--- src/pkg/pxa_pkg.sv ---
// Package for the parity accelerator: descriptor layout, modes, states.
// Assumes a single 250 MHz clock domain and 32-bit local memory words.
package pxa_pkg;
    localparam int DATA_W       = 32;
    localparam int ADDR_W       = 32;
    localparam int FIFO_DEPTH   = 16;
    localparam int MAX_SRC      = 8;
    localparam int SRC_CNT_W    = 4;
    localparam int LEN_W        = 16;
    localparam int CTRL_W       = 8;
    // Global control: dual-parity enable bit position
    localparam int CTRL_DUAL_BIT = 3;
    localparam logic [CTRL_W-1:0] CTRL_RST = 8'h00;
    // Multiplier byte that leaves a source unchanged
    localparam logic [7:0] GF_ONE  = 8'h01;
    // Reduction polynomial low byte for x^8+x^4+x^3+x^2+1
    localparam logic [7:0] GF_POLY = 8'h1D;
    // Destination selector: 0 local memory, 1 host through translation
    localparam logic DST_LOCAL = 1'b0;
    localparam logic DST_HOST  = 1'b1;
    typedef enum logic [2:0] {
        PXA_IDLE, PXA_RD, PXA_WAIT, PXA_ACC, PXA_WR, PXA_DONE
    } pxa_state_t;
endpackage

--- src/pxa_fifo.sv ---
// Synchronous FIFO with valid/ready on both sides.
// Assumes one clock; full and empty are exact.
`timescale 1ns/10ps
module pxa_fifo #(
    parameter int WIDTH = 32,
    parameter int DEPTH = 16
) (
    // Clock and reset
    input  wire logic             clk,
    input  wire logic             arst_n,
    // Fill side
    input  wire logic             in_valid,
    output logic                  in_ready,
    input  wire logic [WIDTH-1:0] in_data,
    // Drain side
    output logic                  out_valid,
    input  wire logic             out_ready,
    output logic [WIDTH-1:0]      out_data
);
    localparam int AW = $clog2(DEPTH);
    logic [WIDTH-1:0] mem [DEPTH];
    logic [AW-1:0]    wp_ff, rp_ff, nxt_wp, nxt_rp;
    logic [AW:0]      cnt_ff, nxt_cnt;
    logic             push, pop;

    always_comb begin
        in_ready  = (cnt_ff != (AW+1)'(DEPTH));
        out_valid = (cnt_ff != '0);
        out_data  = mem[rp_ff];
        push      = in_valid && in_ready;
        pop       = out_valid && out_ready;
        nxt_wp    = push ? AW'(wp_ff + 1'b1) : wp_ff;
        nxt_rp    = pop ? AW'(rp_ff + 1'b1) : rp_ff;
        nxt_cnt   = cnt_ff;
        if (push && !pop) begin
            nxt_cnt = (AW+1)'(cnt_ff + 1'b1);
        end else if (pop && !push) begin
            nxt_cnt = (AW+1)'(cnt_ff - 1'b1);
        end
    end

    // Storage has no reset; only pointers and count need a defined start
    always_ff @(posedge clk) begin
        if (push) begin
            mem[wp_ff] <= in_data;
        end
    end

    always_ff @(posedge clk or negedge arst_n) begin
        if (!arst_n) begin
            wp_ff  <= '0;
            rp_ff  <= '0;
            cnt_ff <= '0;
        end else begin
            wp_ff  <= nxt_wp;
            rp_ff  <= nxt_rp;
            cnt_ff <= nxt_cnt;
        end
    end
endmodule // pxa_fifo

--- src/pxa_top.sv ---
// Parity accelerator: fetches source blocks, computes XOR or P+Q parity,
// writes results to local memory or host memory via translation unit.
// Assumes memory answers reads with one rd_valid pulse per request.
`timescale 1ns/10ps
module pxa_top
    import pxa_pkg::*;
(
    // Clock and reset
    input  wire logic                 CLK_SYS,
    input  wire logic                 ARST_N,
    // Global control
    input  wire logic [CTRL_W-1:0]    ACCEL_CONTROL_REG,
    // Descriptor
    input  wire logic                 DESC_VALID,
    output logic                      DESC_READY,
    input  wire logic [SRC_CNT_W-1:0] DESC_NSRC,
    input  wire logic [LEN_W-1:0]     DESC_WORDS,
    input  wire logic [ADDR_W-1:0]    DESC_SRC_STRIDE,
    input  wire logic [ADDR_W-1:0]    DESC_SRC_BASE,
    input  wire logic [ADDR_W-1:0]    DESC_DST_P,
    input  wire logic [ADDR_W-1:0]    DESC_DST_Q,
    input  wire logic                 DESC_DST_SEL,
    input  wire logic [8*MAX_SRC-1:0] DESC_GF_MULT,
    // Local memory read port
    output logic                      RD_REQ,
    output logic [ADDR_W-1:0]         RD_ADDR,
    input  wire logic                 RD_ACK,
    input  wire logic                 RD_VALID,
    input  wire logic [DATA_W-1:0]    RD_DATA,
    // Result stream
    output logic                      WR_VALID,
    input  wire logic                 WR_READY,
    output logic [ADDR_W-1:0]         WR_ADDR,
    output logic [DATA_W-1:0]         WR_DATA,
    output logic                      WR_TO_HOST,
    // Status
    output logic                      BUSY,
    output logic                      DONE
);
    localparam int FW = ADDR_W + DATA_W + 1;
    function automatic logic [7:0] gf_mul(input logic [7:0] a,
                                          input logic [7:0] b);
        logic [7:0] p, x;
        p = 8'h00;
        x = a;
        for (int i = 0; i < 8; i++) begin
            if (b[i]) begin
                p = p ^ x;
            end
            x = x[7] ? ((x << 1) ^ GF_POLY) : (x << 1);
        end
        return p;
    endfunction
    pxa_state_t st_ff, nxt_st;
    logic                 dual_ff, nxt_dual;
    logic [SRC_CNT_W-1:0] nsrc_ff, nxt_nsrc, si_ff, nxt_si;
    logic [LEN_W-1:0]     words_ff, nxt_words, wi_ff, nxt_wi;
    logic [ADDR_W-1:0]    stride_ff, nxt_stride, base_ff, nxt_base;
    logic [ADDR_W-1:0]    dp_ff, nxt_dp, dq_ff, nxt_dq;
    logic                 host_ff, nxt_host;
    logic [8*MAX_SRC-1:0] mult_ff, nxt_mult;
    logic [DATA_W-1:0]    p_ff, nxt_p, q_ff, nxt_q, dat_ff, nxt_dat;
    logic                 qph_ff, nxt_qph;
    logic                 rdq_ff, nxt_rdq;
    logic [ADDR_W-1:0]    rda_ff, nxt_rda;
    logic                 done_ff, nxt_done;
    logic                 dsc_rdy_ff, nxt_dsc_rdy, busy_ff, nxt_busy;
    logic                 f_valid, f_ready;
    logic [FW-1:0]        f_data;
    logic [DATA_W-1:0]    q_term;
    logic [7:0]           mbyte;
    // Byte-lane multiply of the fetched word by this source's multiplier
    assign mbyte = mult_ff[8*si_ff +: 8];
    for (genvar b = 0; b < DATA_W/8; b++) begin : g_lane
        assign q_term[8*b +: 8] = gf_mul(dat_ff[8*b +: 8], mbyte);
    end
    always_comb begin
        nxt_st      = st_ff;
        nxt_dual    = dual_ff;
        nxt_nsrc    = nsrc_ff;
        nxt_words   = words_ff;
        nxt_stride  = stride_ff;
        nxt_base    = base_ff;
        nxt_dp      = dp_ff;
        nxt_dq      = dq_ff;
        nxt_host    = host_ff;
        nxt_mult    = mult_ff;
        nxt_p       = p_ff;
        nxt_q       = q_ff;
        nxt_dat     = dat_ff;
        nxt_si      = si_ff;
        nxt_wi      = wi_ff;
        nxt_qph     = qph_ff;
        nxt_rdq     = rdq_ff;
        nxt_rda     = rda_ff;
        nxt_done    = 1'b0;
        nxt_dsc_rdy = 1'b0;
        f_valid     = 1'b0;
        f_data      = '0;
        unique case (st_ff)
            PXA_IDLE: begin
                nxt_dsc_rdy = 1'b1;
                if (DESC_VALID && dsc_rdy_ff) begin
                    nxt_dsc_rdy = 1'b0;
                    // Mode is latched per descriptor from the global bit
                    nxt_dual   = ACCEL_CONTROL_REG[CTRL_DUAL_BIT];
                    nxt_nsrc   = DESC_NSRC;
                    nxt_words  = DESC_WORDS;
                    nxt_stride = DESC_SRC_STRIDE;
                    nxt_base   = DESC_SRC_BASE;
                    nxt_dp     = DESC_DST_P;
                    nxt_dq     = DESC_DST_Q;
                    nxt_host   = DESC_DST_SEL;
                    nxt_mult   = DESC_GF_MULT;
                    nxt_wi     = '0;
                    nxt_si     = '0;
                    nxt_p      = '0;
                    nxt_q      = '0;
                    // Empty descriptors complete without touching memory
                    if (DESC_NSRC == '0 || DESC_WORDS == '0) begin
                        nxt_st = PXA_DONE;
                    end else begin
                        nxt_st = PXA_RD;
                    end
                end
            end
            PXA_RD: begin
                // Source address is always a local memory address
                nxt_rdq = 1'b1;
                nxt_rda = base_ff + ADDR_W'(si_ff) * stride_ff
                          + (ADDR_W'(wi_ff) << 2);
                if (rdq_ff && RD_ACK) begin
                    nxt_rdq = 1'b0;
                    nxt_st  = PXA_WAIT;
                end
            end
            PXA_WAIT: begin
                if (RD_VALID) begin
                    nxt_dat = RD_DATA;
                    nxt_st  = PXA_ACC;
                end
            end
            PXA_ACC: begin
                nxt_p = p_ff ^ dat_ff;
                if (dual_ff) begin
                    nxt_q = q_ff ^ q_term;
                end
                if (si_ff == SRC_CNT_W'(nsrc_ff - 1'b1)) begin
                    nxt_si  = '0;
                    nxt_qph = 1'b0;
                    nxt_st  = PXA_WR;
                end else begin
                    nxt_si = SRC_CNT_W'(si_ff + 1'b1);
                    nxt_st = PXA_RD;
                end
            end
            PXA_WR: begin
                // FIFO back-pressure stalls the engine here
                f_valid = 1'b1;
                f_data  = qph_ff ?
                    {dq_ff + (ADDR_W'(wi_ff) << 2), q_ff, host_ff} :
                    {dp_ff + (ADDR_W'(wi_ff) << 2), p_ff, host_ff};
                if (f_ready) begin
                    if (dual_ff && !qph_ff) begin
                        nxt_qph = 1'b1;
                    end else begin
                        nxt_p = '0;
                        nxt_q = '0;
                        if (wi_ff == LEN_W'(words_ff - 1'b1)) begin
                            nxt_st = PXA_DONE;
                        end else begin
                            nxt_wi = LEN_W'(wi_ff + 1'b1);
                            nxt_st = PXA_RD;
                        end
                    end
                end
            end
            PXA_DONE: begin
                nxt_done = 1'b1;
                nxt_st   = PXA_IDLE;
            end
            default: nxt_st = PXA_IDLE;
        endcase
        nxt_busy = !nxt_dsc_rdy;
    end

    always_ff @(posedge CLK_SYS or negedge ARST_N) begin
        if (!ARST_N) begin
            st_ff      <= PXA_IDLE;
            dual_ff    <= 1'b0;
            nsrc_ff    <= '0;
            words_ff   <= '0;
            stride_ff  <= '0;
            base_ff    <= '0;
            dp_ff      <= '0;
            dq_ff      <= '0;
            host_ff    <= DST_LOCAL;
            mult_ff    <= '0;
            p_ff       <= '0;
            q_ff       <= '0;
            dat_ff     <= '0;
            si_ff      <= '0;
            wi_ff      <= '0;
            qph_ff     <= 1'b0;
            rdq_ff     <= 1'b0;
            rda_ff     <= '0;
            done_ff    <= 1'b0;
            dsc_rdy_ff <= 1'b0;
            busy_ff    <= 1'b1;
        end else begin
            st_ff      <= nxt_st;
            dual_ff    <= nxt_dual;
            nsrc_ff    <= nxt_nsrc;
            words_ff   <= nxt_words;
            stride_ff  <= nxt_stride;
            base_ff    <= nxt_base;
            dp_ff      <= nxt_dp;
            dq_ff      <= nxt_dq;
            host_ff    <= nxt_host;
            mult_ff    <= nxt_mult;
            p_ff       <= nxt_p;
            q_ff       <= nxt_q;
            dat_ff     <= nxt_dat;
            si_ff      <= nxt_si;
            wi_ff      <= nxt_wi;
            qph_ff     <= nxt_qph;
            rdq_ff     <= nxt_rdq;
            rda_ff     <= nxt_rda;
            done_ff    <= nxt_done;
            dsc_rdy_ff <= nxt_dsc_rdy;
            busy_ff    <= nxt_busy;
        end
    end

    // Output stage registers the FIFO head so outputs come from flops
    logic              o_valid_ff, nxt_o_valid, o_host_ff, nxt_o_host;
    logic [ADDR_W-1:0] o_addr_ff, nxt_o_addr;
    logic [DATA_W-1:0] o_data_ff, nxt_o_data;
    logic              g_valid, g_ready;
    logic [FW-1:0]     g_data;
    pxa_fifo #(
        .WIDTH (FW),
        .DEPTH (FIFO_DEPTH)
    ) u_fifo (
        .clk       (CLK_SYS),
        .arst_n    (ARST_N),
        .in_valid  (f_valid),
        .in_ready  (f_ready),
        .in_data   (f_data),
        .out_valid (g_valid),
        .out_ready (g_ready),
        .out_data  (g_data)
    );
    always_comb begin
        g_ready     = !o_valid_ff || WR_READY;
        nxt_o_valid = o_valid_ff && !WR_READY;
        nxt_o_addr  = o_addr_ff;
        nxt_o_data  = o_data_ff;
        nxt_o_host  = o_host_ff;
        if (g_valid && g_ready) begin
            nxt_o_valid = 1'b1;
            nxt_o_addr  = g_data[FW-1 -: ADDR_W];
            nxt_o_data  = g_data[DATA_W:1];
            nxt_o_host  = g_data[0];
        end
    end

    always_ff @(posedge CLK_SYS or negedge ARST_N) begin
        if (!ARST_N) begin
            o_valid_ff <= 1'b0;
            o_addr_ff  <= '0;
            o_data_ff  <= '0;
            o_host_ff  <= DST_LOCAL;
        end else begin
            o_valid_ff <= nxt_o_valid;
            o_addr_ff  <= nxt_o_addr;
            o_data_ff  <= nxt_o_data;
            o_host_ff  <= nxt_o_host;
        end
    end

    assign DESC_READY = dsc_rdy_ff;
    assign RD_REQ     = rdq_ff;
    assign RD_ADDR    = rda_ff;
    assign WR_VALID   = o_valid_ff;
    assign WR_ADDR    = o_addr_ff;
    assign WR_DATA    = o_data_ff;
    assign WR_TO_HOST = o_host_ff;
    assign DONE       = done_ff;
    assign BUSY       = busy_ff;
endmodule // pxa_top

--- config.mk ---
export PLATFORM = sky130hd
export DESIGN_NAME = pxa_top
export DESIGN_NICKNAME = d
export VERILOG_FILES = /design/src/pkg/pxa_pkg.sv /design/src/pxa_fifo.sv /design/src/pxa_top.sv
export SDC_FILE = /design/constraint.sdc
export NUM_CORES = 2
export LEC_CHECK = 0
export BUFFER_PORTS_ARGS = -buffer_cell sky130_fd_sc_hd__buf_2
export CAP_MARGIN = 20
export CORE_MARGIN = 4
export CORE_UTILIZATION = 58
export CTS_BUF_LIST = sky130_fd_sc_hd__clkbuf_8
export CTS_CLUSTER_SIZE = 24
export DETAILED_ROUTE_END_ITERATION = 8
export GPL_TIMING_DRIVEN = 0
export HOLD_SLACK_MARGIN = 0.1
export PLACE_DENSITY = 0.76
export SLEW_MARGIN = 10
export SYNTH_ARGS = -nofsm -noshare
export SYNTH_HDL_FRONTEND = slang
export SYNTH_SLANG_ARGS = --single-unit
export TNS_END_PERCENT = 10
--- constraint.sdc ---
create_clock -name CLK_SYS -period 5.7 [get_ports CLK_SYS]
set_input_delay 0.855 -clock CLK_SYS [delete_from_list [all_inputs] [get_ports CLK_SYS]]
set_output_delay 0.855 -clock CLK_SYS [all_outputs]
set_load 0.005 [all_outputs]
==> results_dict.tcl <==
set metrics [dict create \
    status "finished, final reports clean" \
    gp_congestion 0.971 \
    yosysTopAreaCellShare 0.444 \
    hold_slack_ns 0.152 \
    reg2reg_from "qph_ff$_DFFE_PN0P_" \
    ir_worst_vdd_uv 436 \
    finalSetupViolations 0 \
    min_path_type "in2reg" \
    finalMaxSlewViolations 0 \
    grt_max_degree 97 \
    die_x_um 356 \
    num_vias 47007 \
    rr_worst_depth 15 \
    slew_headroom 0.175 \
    core-area_um2 120000 \
    nets 6352 \
    die_area_um2 127000 \
    synth_cell_type_count 95 \
    start_util 0.585 \
    tns_ns 0 \
    vias_per_cell 6.08 \
    drive_above_1_share 0.204 \
    crit_path_start_kind "flop" \
    syn_inst 5122 \
    preCtsSetupSlack_ns -1.77 \
    ys_dominant_reg_cell "edfxtp_1" \
    arrival_ns 6.17 \
    first_global_vias 47683 \
    p_leak_nw 30.0 \
    cts-root-buf "clkbuf_8" \
    r2r_slack_ns 0.14 \
    period_share 0.975 \
    wire_per_inst_um 26.4 \
    clk_pin_slew_worst_paths_ns 0.06 \
    portBuffers 353 \
    overflow 0 \
    dpl.cell_count 7117 \
    cts_buffers 225 \
    fill_cells 8119 \
    cts_tree "done" \
    grt_pass1_wl_um 301000 \
    drc_errors 0 \
    min_delay_path_depth 2 \
    stdcell_count 7731 \
    finalHoldViolCount 0 \
    grt_use_total 0.321 \
    cts.sinks 1489 \
    tightestPinTransition_ns 1.22 \
    ioPinCount 361 \
    synth-seq-cells 1489 \
    fp.dieH_um 356 \
    drv_cap 0 \
    cts_max_level 4 \
    post-cts-setup-buffers 0 \
    clk_path_buf_depth 3 \
    synth_edf_count 1040 \
    yosysWarningCount 0 \
    synthArstFlopShare 0.302 \
    rows 127 \
    worstSkewPairLatency_ns 0.95 \
    min_period_ns 5.56 \
    netlist_area_um2 70400 \
    end_kind "flop" \
    ys_seq_area_frac 0.603 \
    ant_nets 0 \
    cp_max_fo 16 \
    min_from "RD_DATA[25]" \
    drtIter0Drc 5363 \
    clock.fmax_mhz 180 \
    netlist_top_cells_area "edfxtp_1 44%, dfrtp_1 16%, mux4_2 9.5%" \
    synth.largest_area_cell "edfxtp_1" \
    dpl.hpwl_um 136000 \
    grt_setup_unrepaired "false" \
    crit_required_ns 6.31 \
    antenna_found_initial 11 \
    syn_nets 5562 \
    finalWirelength_um 204000 \
    skew_ns 0.0500 \
    power_density_nw_per_um2 588 \
    dr.pass1.iters 6 \
    min_to "dat_ff[25]$_DFFE_PN0P_" \
    area_growth_pct 15.8 \
    final.setup.worst_slack_ns 0.143 \
    syn_avg_cell_area_um2 13.7 \
    crit_type "reg2reg" \
    r2r-end "u_fifo.mem[0][59]$_DFFE_PP_" \
]
[Yosys cell counts (all sizes together) (5+ instances only)]
cell / instances
and2: 126
xnor2: 242
nand3: 45
o21a: 12
xnor3: 24
or4: 7
mux2i: 117
nor3: 65
o21bai: 12
and3: 12
a21o: 36
a32oi: 6
dfrtp: 448
a221o: 5
nor4b: 6
a221oi: 8
or3: 32
edfxtp: 1040
nor4: 34
o31ai: 9
nor2: 274
mux4: 296
a211oi: 13
o221ai: 36
fa: 104
a21oi: 101
a2111oi: 6
nor2b: 16
clkbuf: 206
mux2: 101
inv: 177
ha: 77
nand4: 14
nor3b: 11
nand2b: 15
a22oi: 11
o311ai: 8
o211ai: 10
o21ai: 157
and4: 7
nand2: 888
xor2: 139
buf: 101
[sequential cells by signal, indices dropped and copies added (netlist names), 3 cells and up]
register,count
st_ff,3
words_ff,16
u_fifo.wp_ff,4
base_ff,32
mult_ff,64
dat_ff,32
nsrc_ff,4
u_fifo.rp_ff,4
RD_ADDR,32
stride_ff,32
wi_ff,16
u_fifo.mem,1040
si_ff,4
q_ff,32
dp_ff,32
WR_ADDR,32
WR_DATA,32
u_fifo.cnt_ff,5
p_ff,32
dq_ff,32
[where the power goes]
part	switching [W]	leakage [nW]	internal [W]
clock	0.00424	2.66	0.00461
sequential	0.00106	13.5	0.0129
combinational	0.0148	13.9	0.0103
total	0.0201	30.0	0.0278
[worst max-delay path: stages, from the launching register on]
cell and delay, ns:
dfrtp_1 0.57, clkbuf_2 0.34, clkbuf_2 0.36, clkbuf_4 0.38, mux2_2 0.38, ha_1 0.21, fa_1 0.45, a21o_1 0.20
a21o_1 0.21, a2111oi_0 0.57, o31ai_1 0.27, a211oi_1 0.30, or4b_2 0.26, nor2_1 0.07, xor2_1 0.44, nor2_4 0.18
[layout by cell type (no fill, tap or decap), types with 34 or more instances in the layout]
master	n
buf_1	51
xnor2_1	241
fa_1	104
dlygate4sd3_1	160
o221ai_1	36
xor2_1	135
nand3_1	45
mux4_2	296
clkinv_1	34
clkbuf_1	189
o21ai_0	149
inv_1	265
nor3_1	62
buf_2	391
a21o_1	36
and2_1	111
nor2_1	258
nand2_1	888
clkbuf_8	264
a21oi_1	99
mux2i_1	114
ha_1	77
edfxtp_1	1040
dfrtp_1	447
mux2_2	101
[timing repair]
| action | in CTS | in global routing |
|---|---|---|
| gates cloned | 0 | 0 |
| setup endpoints to repair | 347 | 194 |
| pin swaps | 1 | 2 |
| resized for setup | 40 | 21 |
| hold buffers | 160 | 0 |
| endpoints found under the hold margin | 213 | 0 |
[worst max-delay path by stage]
stage | startpoint | endpoint | slack (ns) | depth (start not counted)
CTS | si_ff[3]$_DFFE_PN0P_ | RD_ADDR[27]$_DFFE_PN0P_ | -0.01 | 19
detailed placement | si_ff[3]$_DFFE_PN0P_ | RD_ADDR[27]$_DFFE_PN0P_ | -1.77 | 21
floorplan | si_ff[3]$_DFFE_PN0P_ | RD_ADDR[31]$_DFFE_PN0P_ | 0.19 | 21
global placement | ARST_N | WR_ADDR[18]$_DFFE_PN0P_ | -5.86 | 1
global route | qph_ff$_DFFE_PN0P_ | u_fifo.mem[12][59]$_DFFE_PP_ | 0.003 | 15
finish | qph_ff$_DFFE_PN0P_ | u_fifo.mem[0][59]$_DFFE_PP_ | 0.14 | 15
[logic make-up after synthesis]
kind of cell	share of synthesized area
xor gates and xnor gates	0.0562
buffers and inverters	0.0274
and+or+nand+nor	0.0972
muxes	0.128
AOI/OAI and AO/OA	0.0448
DFF	0.603
adders and majority gates	0.0433
[through the flow]
| stage | util | cell area [um^2] | power (W) |
|---|---|---|---|
| floorplan | - | 70400 | 0.0310 |
| global placement | 0.617 | 74200 | 0.0378 |
| detailed placement | 0.623 | 74900 | 0.0383 |
| CTS | 0.675 | 81200 | 0.0473 |
| global route | 0.678 | 81500 | 0.0504 |
| finish | 0.678 | 81500 | 0.0479 |
[layer usage]
metal  wire length [um]  part of all wire  up-vias  global-route usage
met5                 24           0.00012        -                   0
met4               9290             0.045        4               0.146
met2              97900              0.48     2931               0.511
li1                   -                 -    20113                   -
met3              21100              0.10      517              0.0693
met1              76100              0.37    23442               0.431
[final cells by class]
cell class / count / area (um^2) / share of cell area
flip-flops and latches: 1489 / 42500 / 0.521
multi-input cells: 3146 / 26200 / 0.321
repair buffers: 565 / 4320 / 0.0529
clock buffers: 262 / 3610 / 0.0442
well taps: 1612 / 2020 / 0.0247
plain buffers: 305 / 1280 / 0.0157
clock inverters: 161 / 962 / 0.0118
inverters: 180 / 676 / 0.00829
diodes: 11 / 27.5 / 0.000338
No activity file was read; power rests on OpenSTA's default activity.
